<file path="src/hdl/lpmc_defines.svh">
// Widths and timing counts of the low-power mode controller
`ifndef LPMC_DEFINES_SVH
`define LPMC_DEFINES_SVH

// ----------------------------------------------------------------
// Widths
// ----------------------------------------------------------------
`define LPMC_EVENT_LINES 16
`define LPMC_WAKE_PINS 6
`define LPMC_RTC_EVENTS 4

// ----------------------------------------------------------------
// Timing
// ----------------------------------------------------------------
`define LPMC_CLK_PERIOD_NS 5
`define LPMC_OSC_START_NS 4000
// Least time, so round up
`define LPMC_OSC_WAIT_CYC ((`LPMC_OSC_START_NS + `LPMC_CLK_PERIOD_NS - 1) / `LPMC_CLK_PERIOD_NS)
`define LPMC_OSC_CNT_W 16

`endif

</file>
<file path="src/hdl/lpmc_pkg.sv">
// Types shared by the low-power mode controller
package lpmc_pkg;

    typedef enum logic [2:0] {
        LPMC_RUN,
        LPMC_SLEEP,
        LPMC_STOP,
        LPMC_STANDBY,
        LPMC_WAKE
    } lpmc_mode_t;

    typedef struct packed {
        lpmc_mode_t mode;
        logic core_clk_en;
        logic domain_clk_en;
        logic pll_en;
        logic fast_osc_en;
        logic xtal_osc_en;
        logic main_reg_en;
        logic lp_reg_en;
        logic under_drive;
        logic over_drive;
        logic retain;
        logic backup_retain;
        logic standby_flag;
        logic core_wake;
        logic core_rst_n;
        logic part_rst_n;
        logic debug_por_ok;
        logic gpio_ok;
        logic rtc_run;
        logic rtc_irq;
    } lpmc_state_t;

endpackage

</file>
<file path="src/hdl/lpmc_pin_edge.sv">
// Rising/falling edge catcher for the wakeup pins
`timescale 1ns/10ps
`include "lpmc_defines.svh"
module lpmc_pin_edge #(
    parameter int WIDTH = `LPMC_WAKE_PINS
) (
    // Clock and reset
    input wire logic clk_in,
    input wire logic arst_n_in,
    // Pins and edge selection
    input wire logic [WIDTH-1:0] pins_in,
    input wire logic [WIDTH-1:0] rise_en_in,
    input wire logic [WIDTH-1:0] fall_en_in,
    // Result
    output logic hit_out
);
    typedef struct packed {
        logic [WIDTH-1:0] prev;
        logic armed;
        logic hit;
    } lpmc_edge_state_t;

    lpmc_edge_state_t st;
    lpmc_edge_state_t next_st;

    always_comb begin
        next_st = st;
        next_st.prev = pins_in;
        // First sample after reset only loads history, so no false edge
        next_st.armed = 1'b1;
        next_st.hit = st.armed &&
            (|((pins_in & ~st.prev & rise_en_in) | (~pins_in & st.prev & fall_en_in)));
    end

    always_ff @(posedge clk_in or negedge arst_n_in) begin
        if (!arst_n_in) begin
            st <= '0;
        end else begin
            st <= next_st;
        end
    end

    assign hit_out = st.hit;
endmodule

</file>
<file path="src/hdl/lpmc_osc_wait.sv">
// Oscillator restart wait: ready must hold for a settle count
`timescale 1ns/10ps
`include "lpmc_defines.svh"
module lpmc_osc_wait #(
    parameter int CYCLES = `LPMC_OSC_WAIT_CYC
) (
    // Clock and reset
    input wire logic clk_in,
    input wire logic arst_n_in,
    // Control
    input wire logic start_in,
    input wire logic osc_ready_in,
    // Result
    output logic stable_out
);
    typedef struct packed {
        logic [`LPMC_OSC_CNT_W-1:0] count;
        logic stable;
    } lpmc_wait_state_t;

    localparam logic [`LPMC_OSC_CNT_W-1:0] LAST = CYCLES[`LPMC_OSC_CNT_W-1:0];

    lpmc_wait_state_t st;
    lpmc_wait_state_t next_st;

    always_comb begin
        next_st = st;
        // A dropped ready restarts the settle count
        if (!start_in || !osc_ready_in) begin
            next_st.count = '0;
            next_st.stable = 1'b0;
        end else if (st.count == LAST) begin
            next_st.stable = 1'b1;
        end else begin
            next_st.count = st.count + 1'b1;
        end
    end

    always_ff @(posedge clk_in or negedge arst_n_in) begin
        if (!arst_n_in) begin
            st <= '0;
        end else begin
            st <= next_st;
        end
    end

    assign stable_out = st.stable;
endmodule

</file>
<file path="src/hdl/lpmc_ctrl.sv">
// Low-power mode controller: Sleep, Stop and Standby sequencing
`timescale 1ns/10ps
`include "lpmc_defines.svh"
module lpmc_ctrl
    import lpmc_pkg::*;
#(
    parameter int EVENT_LINES = `LPMC_EVENT_LINES,
    parameter int WAKE_PINS = `LPMC_WAKE_PINS,
    parameter int OSC_WAIT_CYC = `LPMC_OSC_WAIT_CYC
) (
    // Clock and reset
    input wire logic clk_in,
    input wire logic arst_n_in,
    // Mode request from the core
    input wire logic enter_low_power_in,
    input wire logic deep_sleep_in,
    input wire logic standby_sel_in,
    // Configuration
    input wire logic reg_bypass_in,
    input wire logic lp_reg_sel_in,
    input wire logic under_drive_sel_in,
    input wire logic over_drive_req_in,
    input wire logic pll_req_in,
    input wire logic xtal_osc_req_in,
    input wire logic backup_sram_sel_in,
    input wire logic clear_standby_flag_in,
    input wire logic [WAKE_PINS-1:0] wake_rise_en_in,
    input wire logic [WAKE_PINS-1:0] wake_fall_en_in,
    input wire logic [`LPMC_RTC_EVENTS-1:0] rtc_irq_en_in,
    input wire logic rtc_slow_xtal_sel_in,
    input wire logic battery_mode_in,
    // Wakeup and exit sources
    input wire logic periph_irq_in,
    input wire logic [EVENT_LINES-1:0] external_event_lines_in,
    input wire logic supply_level_detector_in,
    input wire logic [`LPMC_RTC_EVENTS-1:0] rtc_event_in,
    input wire logic usb_wake_in,
    input wire logic eth_wake_in,
    input wire logic low_power_timer_one_in,
    input wire logic [WAKE_PINS-1:0] wakeup_pins_in,
    input wire logic external_reset_pin_n_in,
    input wire logic independent_watchdog_rst_in,
    input wire logic core_domain_reset_pin_n_in,
    // Oscillator status
    input wire logic osc_ready_in,
    // Clock and power controls
    output lpmc_mode_t mode_out,
    output logic core_clk_en_out,
    output logic domain_clk_en_out,
    output logic pll_en_out,
    output logic fast_osc_en_out,
    output logic xtal_osc_en_out,
    output logic main_reg_en_out,
    output logic lp_reg_en_out,
    output logic under_drive_out,
    output logic over_drive_out,
    // Retention and reset
    output logic retain_out,
    output logic backup_retain_out,
    output logic standby_flag_out,
    output logic core_wake_out,
    output logic core_rst_n_out,
    output logic part_rst_n_out,
    output logic debug_por_ok_out,
    output logic gpio_ok_out,
    // RTC
    output logic rtc_run_out,
    output logic rtc_irq_out
);
    // ----------------------------------------------------------------
    // Wake sources
    // ----------------------------------------------------------------
    lpmc_state_t st;
    lpmc_state_t next_st;
    logic pin_hit;
    logic osc_stable;
    logic rtc_any;
    logic stop_wake;
    logic sleep_wake;
    logic standby_exit;

    lpmc_pin_edge #(
        .WIDTH(WAKE_PINS)
    ) u_pin_edge (
        .clk_in(clk_in),
        .arst_n_in(arst_n_in),
        .pins_in(wakeup_pins_in),
        .rise_en_in(wake_rise_en_in),
        .fall_en_in(wake_fall_en_in),
        .hit_out(pin_hit)
    );

    lpmc_osc_wait #(
        .CYCLES(OSC_WAIT_CYC)
    ) u_osc_wait (
        .clk_in(clk_in),
        .arst_n_in(arst_n_in),
        .start_in(st.mode == LPMC_WAKE),
        .osc_ready_in(osc_ready_in),
        .stable_out(osc_stable)
    );

    assign rtc_any = |rtc_event_in;
    assign stop_wake = (|external_event_lines_in) || supply_level_detector_in || rtc_any ||
        usb_wake_in || eth_wake_in || low_power_timer_one_in;
    assign sleep_wake = periph_irq_in || stop_wake;
    assign standby_exit = !external_reset_pin_n_in || independent_watchdog_rst_in ||
        rtc_any || pin_hit;

    // ----------------------------------------------------------------
    // Next state
    // ----------------------------------------------------------------
    always_comb begin
        next_st = st;
        next_st.core_wake = 1'b0;
        next_st.rtc_irq = |(rtc_event_in & rtc_irq_en_in);
        // On battery only the slow crystal RTC runs; on external supply the RTC always runs
        next_st.rtc_run = rtc_slow_xtal_sel_in || !battery_mode_in;
        // Core supply sequencing is the outside's job; pin taken as given
        next_st.part_rst_n = !reg_bypass_in || core_domain_reset_pin_n_in;
        next_st.gpio_ok = !reg_bypass_in;
        next_st.debug_por_ok = !(reg_bypass_in && !core_domain_reset_pin_n_in);
        next_st.backup_retain = backup_sram_sel_in;
        if (clear_standby_flag_in) begin
            next_st.standby_flag = 1'b0;
        end
        unique case (st.mode)
            LPMC_RUN: begin
                next_st.core_clk_en = 1'b1;
                next_st.domain_clk_en = 1'b1;
                next_st.fast_osc_en = 1'b1;
                next_st.pll_en = pll_req_in;
                next_st.xtal_osc_en = xtal_osc_req_in;
                next_st.main_reg_en = !reg_bypass_in;
                next_st.lp_reg_en = 1'b0;
                next_st.under_drive = 1'b0;
                next_st.over_drive = over_drive_req_in && !reg_bypass_in;
                next_st.retain = 1'b1;
                next_st.core_rst_n = 1'b1;
                if (enter_low_power_in) begin
                    if (!deep_sleep_in) begin
                        next_st.mode = LPMC_SLEEP;
                        next_st.core_clk_en = 1'b0;
                    end else if (standby_sel_in && !reg_bypass_in) begin
                        next_st.mode = LPMC_STANDBY;
                        next_st.core_clk_en = 1'b0;
                        next_st.domain_clk_en = 1'b0;
                        next_st.pll_en = 1'b0;
                        next_st.fast_osc_en = 1'b0;
                        next_st.xtal_osc_en = 1'b0;
                        next_st.main_reg_en = 1'b0;
                        next_st.over_drive = 1'b0;
                        next_st.retain = 1'b0;
                        next_st.core_rst_n = 1'b0;
                    end else begin
                        // Bypassed standby request falls back to Stop
                        next_st.mode = LPMC_STOP;
                        next_st.core_clk_en = 1'b0;
                        next_st.domain_clk_en = 1'b0;
                        next_st.pll_en = 1'b0;
                        next_st.fast_osc_en = 1'b0;
                        next_st.xtal_osc_en = 1'b0;
                        next_st.over_drive = 1'b0;
                        next_st.main_reg_en = !lp_reg_sel_in && !reg_bypass_in;
                        next_st.lp_reg_en = lp_reg_sel_in && !reg_bypass_in;
                        next_st.under_drive = under_drive_sel_in && !reg_bypass_in;
                        next_st.retain = 1'b1;
                    end
                end
            end
            LPMC_SLEEP: begin
                next_st.over_drive = st.over_drive && !reg_bypass_in;
                if (sleep_wake) begin
                    next_st.mode = LPMC_RUN;
                    next_st.core_clk_en = 1'b1;
                    next_st.core_wake = 1'b1;
                end
            end
            LPMC_STOP: begin
                if (reg_bypass_in) begin
                    next_st.under_drive = 1'b0;
                end
                if (stop_wake) begin
                    next_st.mode = LPMC_WAKE;
                    next_st.fast_osc_en = 1'b1;
                    next_st.main_reg_en = !reg_bypass_in;
                    next_st.lp_reg_en = 1'b0;
                    next_st.under_drive = 1'b0;
                end
            end
            LPMC_STANDBY: begin
                if (standby_exit) begin
                    next_st.mode = LPMC_WAKE;
                    next_st.standby_flag = 1'b1;
                    next_st.fast_osc_en = 1'b1;
                    next_st.main_reg_en = !reg_bypass_in;
                end
            end
            LPMC_WAKE: begin
                // Clocks held off until the oscillator has settled
                if (osc_stable && osc_ready_in) begin
                    next_st.mode = LPMC_RUN;
                    next_st.core_clk_en = 1'b1;
                    next_st.domain_clk_en = 1'b1;
                    next_st.core_wake = 1'b1;
                    next_st.core_rst_n = 1'b1;
                    next_st.retain = 1'b1;
                end
            end
            default: begin
                next_st.mode = LPMC_RUN;
            end
        endcase
    end

    // ----------------------------------------------------------------
    // State register
    // ----------------------------------------------------------------
    always_ff @(posedge clk_in or negedge arst_n_in) begin
        if (!arst_n_in) begin
            st <= '0;
            st.mode <= LPMC_RUN;
            st.core_clk_en <= 1'b1;
            st.domain_clk_en <= 1'b1;
            st.fast_osc_en <= 1'b1;
            st.main_reg_en <= 1'b1;
            st.retain <= 1'b1;
            st.core_rst_n <= 1'b1;
            st.part_rst_n <= 1'b1;
            st.debug_por_ok <= 1'b1;
            st.gpio_ok <= 1'b1;
            st.rtc_run <= 1'b1;
        end else begin
            st <= next_st;
        end
    end

    assign mode_out = st.mode;
    assign core_clk_en_out = st.core_clk_en;
    assign domain_clk_en_out = st.domain_clk_en;
    assign pll_en_out = st.pll_en;
    assign fast_osc_en_out = st.fast_osc_en;
    assign xtal_osc_en_out = st.xtal_osc_en;
    assign main_reg_en_out = st.main_reg_en;
    assign lp_reg_en_out = st.lp_reg_en;
    assign under_drive_out = st.under_drive;
    assign over_drive_out = st.over_drive;
    assign retain_out = st.retain;
    assign backup_retain_out = st.backup_retain;
    assign standby_flag_out = st.standby_flag;
    assign core_wake_out = st.core_wake;
    assign core_rst_n_out = st.core_rst_n;
    assign part_rst_n_out = st.part_rst_n;
    assign debug_por_ok_out = st.debug_por_ok;
    assign gpio_ok_out = st.gpio_ok;
    assign rtc_run_out = st.rtc_run;
    assign rtc_irq_out = st.rtc_irq;
endmodule

</file>
<file path="config.mk">
export PLATFORM = sky130hd
export DESIGN_NAME = lpmc_ctrl
export DESIGN_NICKNAME = d
export VERILOG_FILES = /design/src/hdl/lpmc_pkg.sv /design/src/hdl/lpmc_pin_edge.sv /design/src/hdl/lpmc_osc_wait.sv /design/src/hdl/lpmc_ctrl.sv
export VERILOG_INCLUDE_DIRS = /design/src /design/src/hdl
export SDC_FILE = /design/constraint.sdc
export NUM_CORES = 1
export LEC_CHECK = 0
export BUFFER_PORTS_ARGS = -buffer_cell sky130_fd_sc_hd__buf_2
export CAP_MARGIN = 20
export CELL_PAD_IN_SITES_DETAIL_PLACEMENT = 0
export CELL_PAD_IN_SITES_GLOBAL_PLACEMENT = 2
export CORE_MARGIN = 1
export CORE_UTILIZATION = 28
export CTS_BUF_LIST = sky130_fd_sc_hd__clkbuf_16
export CTS_CLUSTER_DIAMETER = 60
export DETAILED_ROUTE_END_ITERATION = 10
export PLACE_DENSITY_LB_ADDON = 0.1
export SLEW_MARGIN = 20
export SYNTH_ARGS = -nofsm -noshare
export SYNTH_HDL_FRONTEND = slang
export SYNTH_SLANG_ARGS = --single-unit
export TNS_END_PERCENT = 1
</file>
<file path="constraint.sdc">
create_clock -name clk_in -period 2.04 [get_ports clk_in]
set_clock_uncertainty 0.15 [all_clocks]
set_input_delay 0.204 -clock clk_in [delete_from_list [all_inputs] [get_ports clk_in]]
set_output_delay 0.204 -clock clk_in [all_outputs]
set_load 0.01 [all_outputs]
</file>
## Word-level counts from Yosys, hierarchy flattened

Index checks and enable logic that the tools add are counted.

| word-level totals | value |
|---|---|
| word-level logic and storage cells | 129 |
| input port bits | 66 |
| register bits | 47 |

| operators by class | value |
|---|---|
| multiplexer cells | 37 |
| $add $sub $neg | 1 |
| reductions and logical operators | 46 |
| bitwise gates (word level) | 8 |
| equal/unequal tests | 12 |

Operator list:

| operator | number |
|---|---|
| bitwise AND 6 bit | 4 |
| two-way mux 17 bit | 1 |
| adder 16 x 1 -> 16 bit, second input constant | 1 |
| equality test 16 x 10 -> 1 bit, second input constant | 1 |
| two-way mux 16 bit | 1 |
| OR reduction 16 bit | 1 |
| one-hot mux 3 bit (5 select lines) | 1 |
| two-way mux 1 bit | 14 |
| two-way mux 13 bit | 1 |
| logical OR 1 bit | 12 |
| two-way mux 3 bit | 4 |
| inverter 6 bit | 2 |
| inequality test 2 bit, second input constant | 5 |
| one-hot mux 1 bit (2 select lines) | 5 |
| logical AND 1 bit | 9 |
| two-way mux 9 bit | 1 |
| one-hot mux 1 bit (3 select lines) | 3 |
| zero test 1 bit | 8 |
| nonzero test 2 bit | 4 |
| OR reduction 4 bit | 2 |
| two-way mux 7 bit | 1 |
| equality test 3 x 2 -> 1 bit, second input constant | 2 |
| OR 6 bit | 1 |
| AND reduction 2 bit | 3 |
| other kinds (14) | 17 |

## Longest topological paths before layout

| logic depth | value |
|---|---|
| depth in word-level cells | 9 |
| gate-level depth with buffers | 6 |
| mapped depth without buffers | 6 |

## Modules after synthesis

Synthesis repeated with hierarchy kept, for this count alone.

| second synthesis, totals | value |
|---|---|
| cell total of the unflattened synthesis | 229 |
| area total of the unflattened synthesis | 2316.0 um2 |

By module, submodules not included:

| module | seq. area each (um2) | times used | area an instance (um2) | cells each |
|---|---|---|---|---|
| lpmc_ctrl | 536.8 | 1 | 1087.3 | 108 |
| lpmc_osc_wait | 425.4 | 1 | 910.9 | 92 |
| lpmc_pin_edge | 200.2 | 1 | 317.8 | 29 |

## Worst setup path before layout

OpenSTA, ideal clock, no wires.

| timing path | value |
|---|---|
| kind | reg-to-reg |
| start | register st (netlist bit mode_out[2]) |
| end | register st (netlist bit lp_reg_en_out) |
| clock period less this slack | 1.723 ns |
| slack | 0.317 ns |
| arrival | 1.505 ns |
| stages on the path, launching flop included | 5 |
| path buffers | 1 |
| cells stage by stage | dfrtp_1 buf_2 or4_1 nor3_1 a32o_1 |

| on the way | value |
|---|---|
| cells in the longest elaborated chain, start to end | 3 |
| elaborated cells on any way between the ends | 6 |
| those cells by class | eq/ne (2); mux (1); reduce/logical (3) |

Ends and longest elaborated chain:

| element | line | RTL |
|---|---|---|
| start, declared | lpmc_ctrl.sv:73 | `lpmc_state_t st;` |
| start signal, assigned | lpmc_ctrl.sv:234 | `st <= next_st;` |
| equality test 3 x 2 -> 1 bit or zero test 3 bit (tied branches) | lpmc_ctrl.sv:127 | `unique case (st.mode)` |
| inequality test 2 bit (no line) or nonzero test 2 bit (tied branches) | -- |  |
| AND reduction 2 bit (no line) | -- |  |

Several ways; a longest one is shown, not always the timed one.
A chain may end at the register's enable or synchronous reset.

==> summary.txt <==
Clock tree
  – Clock sinks: 46
  – Max Root-Sink Buffers: 2
  – Worst skew pair latency: 280 ps
  – Post-CTS Setup Bufs: 0
  – CTS buffer count: 5
  – Clock root buffer: clkbuf_16
  – CTS HTree Levels: 2
  – CTS clk-pin slew, worst paths: 60 ps
  – CTS tree: yes

Hold path
  – Hold Crit Class: primary input to flip-flop
  – HP Start: rtc_irq_en_in[1]
  – Hold Path Sink: rtc_irq_out
  – Hold Path Cell Cnt: 3

GRT
  – Antenna violations before repair: 0
  – First-pass GRT wire length: 9840 um
  – Largest net degree at the start of global routing: 47
  – GRT overflow: 0
  – Gr usage total: 14.8%
  – Vias in the first global route: 2,170

Floorplan
  – Overall die height: 90.3 um
  – Die area: 8150 um^2
  – Rows: 31
  – Starting density of the core: 29.5%
  – Die X: 90.3 um
  – Number of I/O pins: 88
  – Core area: 7410 um^2

Critical path
  – Worst r2r src: mode_out[2]
  – Max stage delay cell, worst path: or4_1
  – CP required: 2050 ps
  – R2r setup slk: 320 ps
  – CP Class: primary input to flip-flop
  – Reg2reg path depth: 3
  – Max FO, Critical Path: 3
  – Worst EP arrival: 1820 ps
  – Worst path bufs/invs: 2
  – R2R Path End: lp_reg_en_out
  – Max incr delay on CP: 530 ps
  – Crit path max-delay family: buffers and inverters
  – Worst Setup End Kind: flip-flop
  – CP cell instances: dlygate4sd3_1 -> buf_2 -> nand3b_1 -> o21ai_0 -> or4_1 -> o31a_1
  – Element type at the critical path start: primary input

Final layout
  – Max reg flops: 16
  – Most flops, register: u_osc_wait.st
  – P&R area growth vs syn: 41.4%
  – Final Non-Filler Cells: 430
  – Ratio of cells with drive above 1 in the final layout: 34.4%
  – ANT cells: 0
  – Layout Nets: 398

Route
  – Vias per cell: 4.60
  – Starting DRT DRC Count: 27
  – First-pass DRT Iterations: 4
  – Total detailed-routing wirelength: 5610 um
  – DR WL/cell: 13.0 um
  – DRC viols: 0
  – Routed Antenna Nets: 0
  – Via count: 1,979

Run
  – Maxcap violations: 0

Power and ir drop
  – Int Power: 2000 uW
  – Peak VDD IR: 499 uV
  – Sw Share: 30.5%
  – Comb power frac: 26.3%
  – Psw: 877 uW
  – Clock power frac: 31.8%
  – Flop pwr share: 41.9%
  – Pwr dens: 932 nW/um^2
  – Pleak: 0.00139 uW

Placement
  – RePlAce Congestion: 0.705
  – Placed cells: 408
  – DP HPWL: 4030 um
  – Port Buf Inserts: 87

Synth
  – Yosys top cell area share: 42.4%
  – Synth top cells by count: dfrtp_1, nand2_1, nor2_1
  – Post-synthesis sequential element count: 46
  – Post-synthesis sequential area ratio: 53.3%
  – Count leader, synth: dfrtp_1
  – Avg Cell Area, Syn: 9.92 um^2
  – Gate Count Post-Synth: 220
  – Synthesis Warnings: 0
  – Post-synth EDFFs: 0
  – Synth unique cells: 41
  – Area leader, netlist: dfrtp_1
  – Mapped cell area: 2180 um^2
  – Synth area leaders: dfrtp_1, dfstp_2, nand2_1
  – Synth Flop Type: dfrtp_1
  – Syn nets: 288
  – Async set or reset register ratio after synthesis: 100%

Timing
  – Tcrit/Tclk final: 88.8%
  – RSZ-0062 raised after global routing: no
  – Fin crit period: 1810 ps
  – Max Slew Vio Count: 0
  – Final count of hold timing violations: 0
  – Final setup vio count: 0
  – Setup TNS: 0 ps
  – Fmax: 552 MHz

Run status
  – Status: complete, no violations
[worst max-delay path by stage]
stage	depth (start not counted)	slack [ps]	endpoint	start
finish	6	230	u_pin_edge.hit_out	wakeup_pins_in[4]
global route	5	110	u_osc_wait.st[11]	u_osc_wait.st[4]
CTS	6	250	u_pin_edge.hit_out	wakeup_pins_in[4]
detailed placement	6	180	main_reg_en_out	rtc_event_in[0]
global placement	6	190	main_reg_en_out	rtc_event_in[0]
floorplan	4	320	lp_reg_en_out	mode_out[2]
[tightest hold or removal path, stage by stage]
cell     delay, ps
buf_2           80
a22oi_1         50
nand2_1         70
[per-layer routing]
| layer | GRT usage, % | part of all wire [%] |
|---|---|---|
| met3 | 3.37 | 3.9 |
| met4 | 4.57 | 1.5 |
| met2 | 26.7 | 51 |
| met1 | 17.5 | 44 |
| met5 | 0 | 0 |
[power groups by stage]
stage	registers (uW)	logic, uW	clock network [uW]
floorplan	1230	403	0
global placement	1230	748	0
detailed placement	1220	750	0
CTS	1210	772	951
global route	1230	861	980
finish	1210	757	913
[cell usage in the layout, fill, tap and decap left out, drive strengths merged, types with 3 or more instances in the layout]
cell type	count
nand2	27
dfstp	9
inv	9
a32o	3
o21ai	18
buf	93
o31a	3
dfrtp	37
xor2	9
nand2b	5
dlygate4sd3	14
nand3	11
nor2	23
clkbuf	5
nor4	7
or3	3
a21oi	10
o21a	4
a22oi	3
nand3b	7
nand4	4
nor3	6
[stage by stage]
stage          hold WS (ps)  cell area (um^2)  setup slack [ps]  utilization (%)  power [uW]
2_1_floorplan          -242              2180               317                -        1640
3_3_place_gp           62.5              2780               195             37.5        1980
3_5_place_dp           59.5              2780               177             37.5        1970
4_1_cts               0.425              3090               246             41.6        2930
5_1_grt                6.96              3090               111             41.6        3070
6_report               4.45              3090               228             41.6        2880
[layout make-up]
type                       count  area (um^2)
clock buffer                   5          125
clock inverter                 3         41.3
fill                         771         4320
inverter                       8         30.0
multi-input combinational    162          970
sequential                    46         1160
tap                           99          124
timing repair buffer         107          633
[timing repair]
action,4_1_cts,5_1_grt
hold buffers,14,0
gates resized for setup,0,0
endpoints found under the hold margin,49,0
[kinds of logic after synthesis]
group | after synthesis | share of synthesized area, %
other | 1 | 0.172
AND/OR/NAND/NOR | 102 | 25.2
AO/OA/AOI/OAI | 44 | 12.4
XOR/XNOR | 11 | 4.42
flip-flops | 46 | 53.3
adder cells (fa/ha/maj) | 2 | 1.15
buffers and inverters | 12 | 2.29
multiplexers | 2 | 1.15
Power figures use the tool's default switching activity.
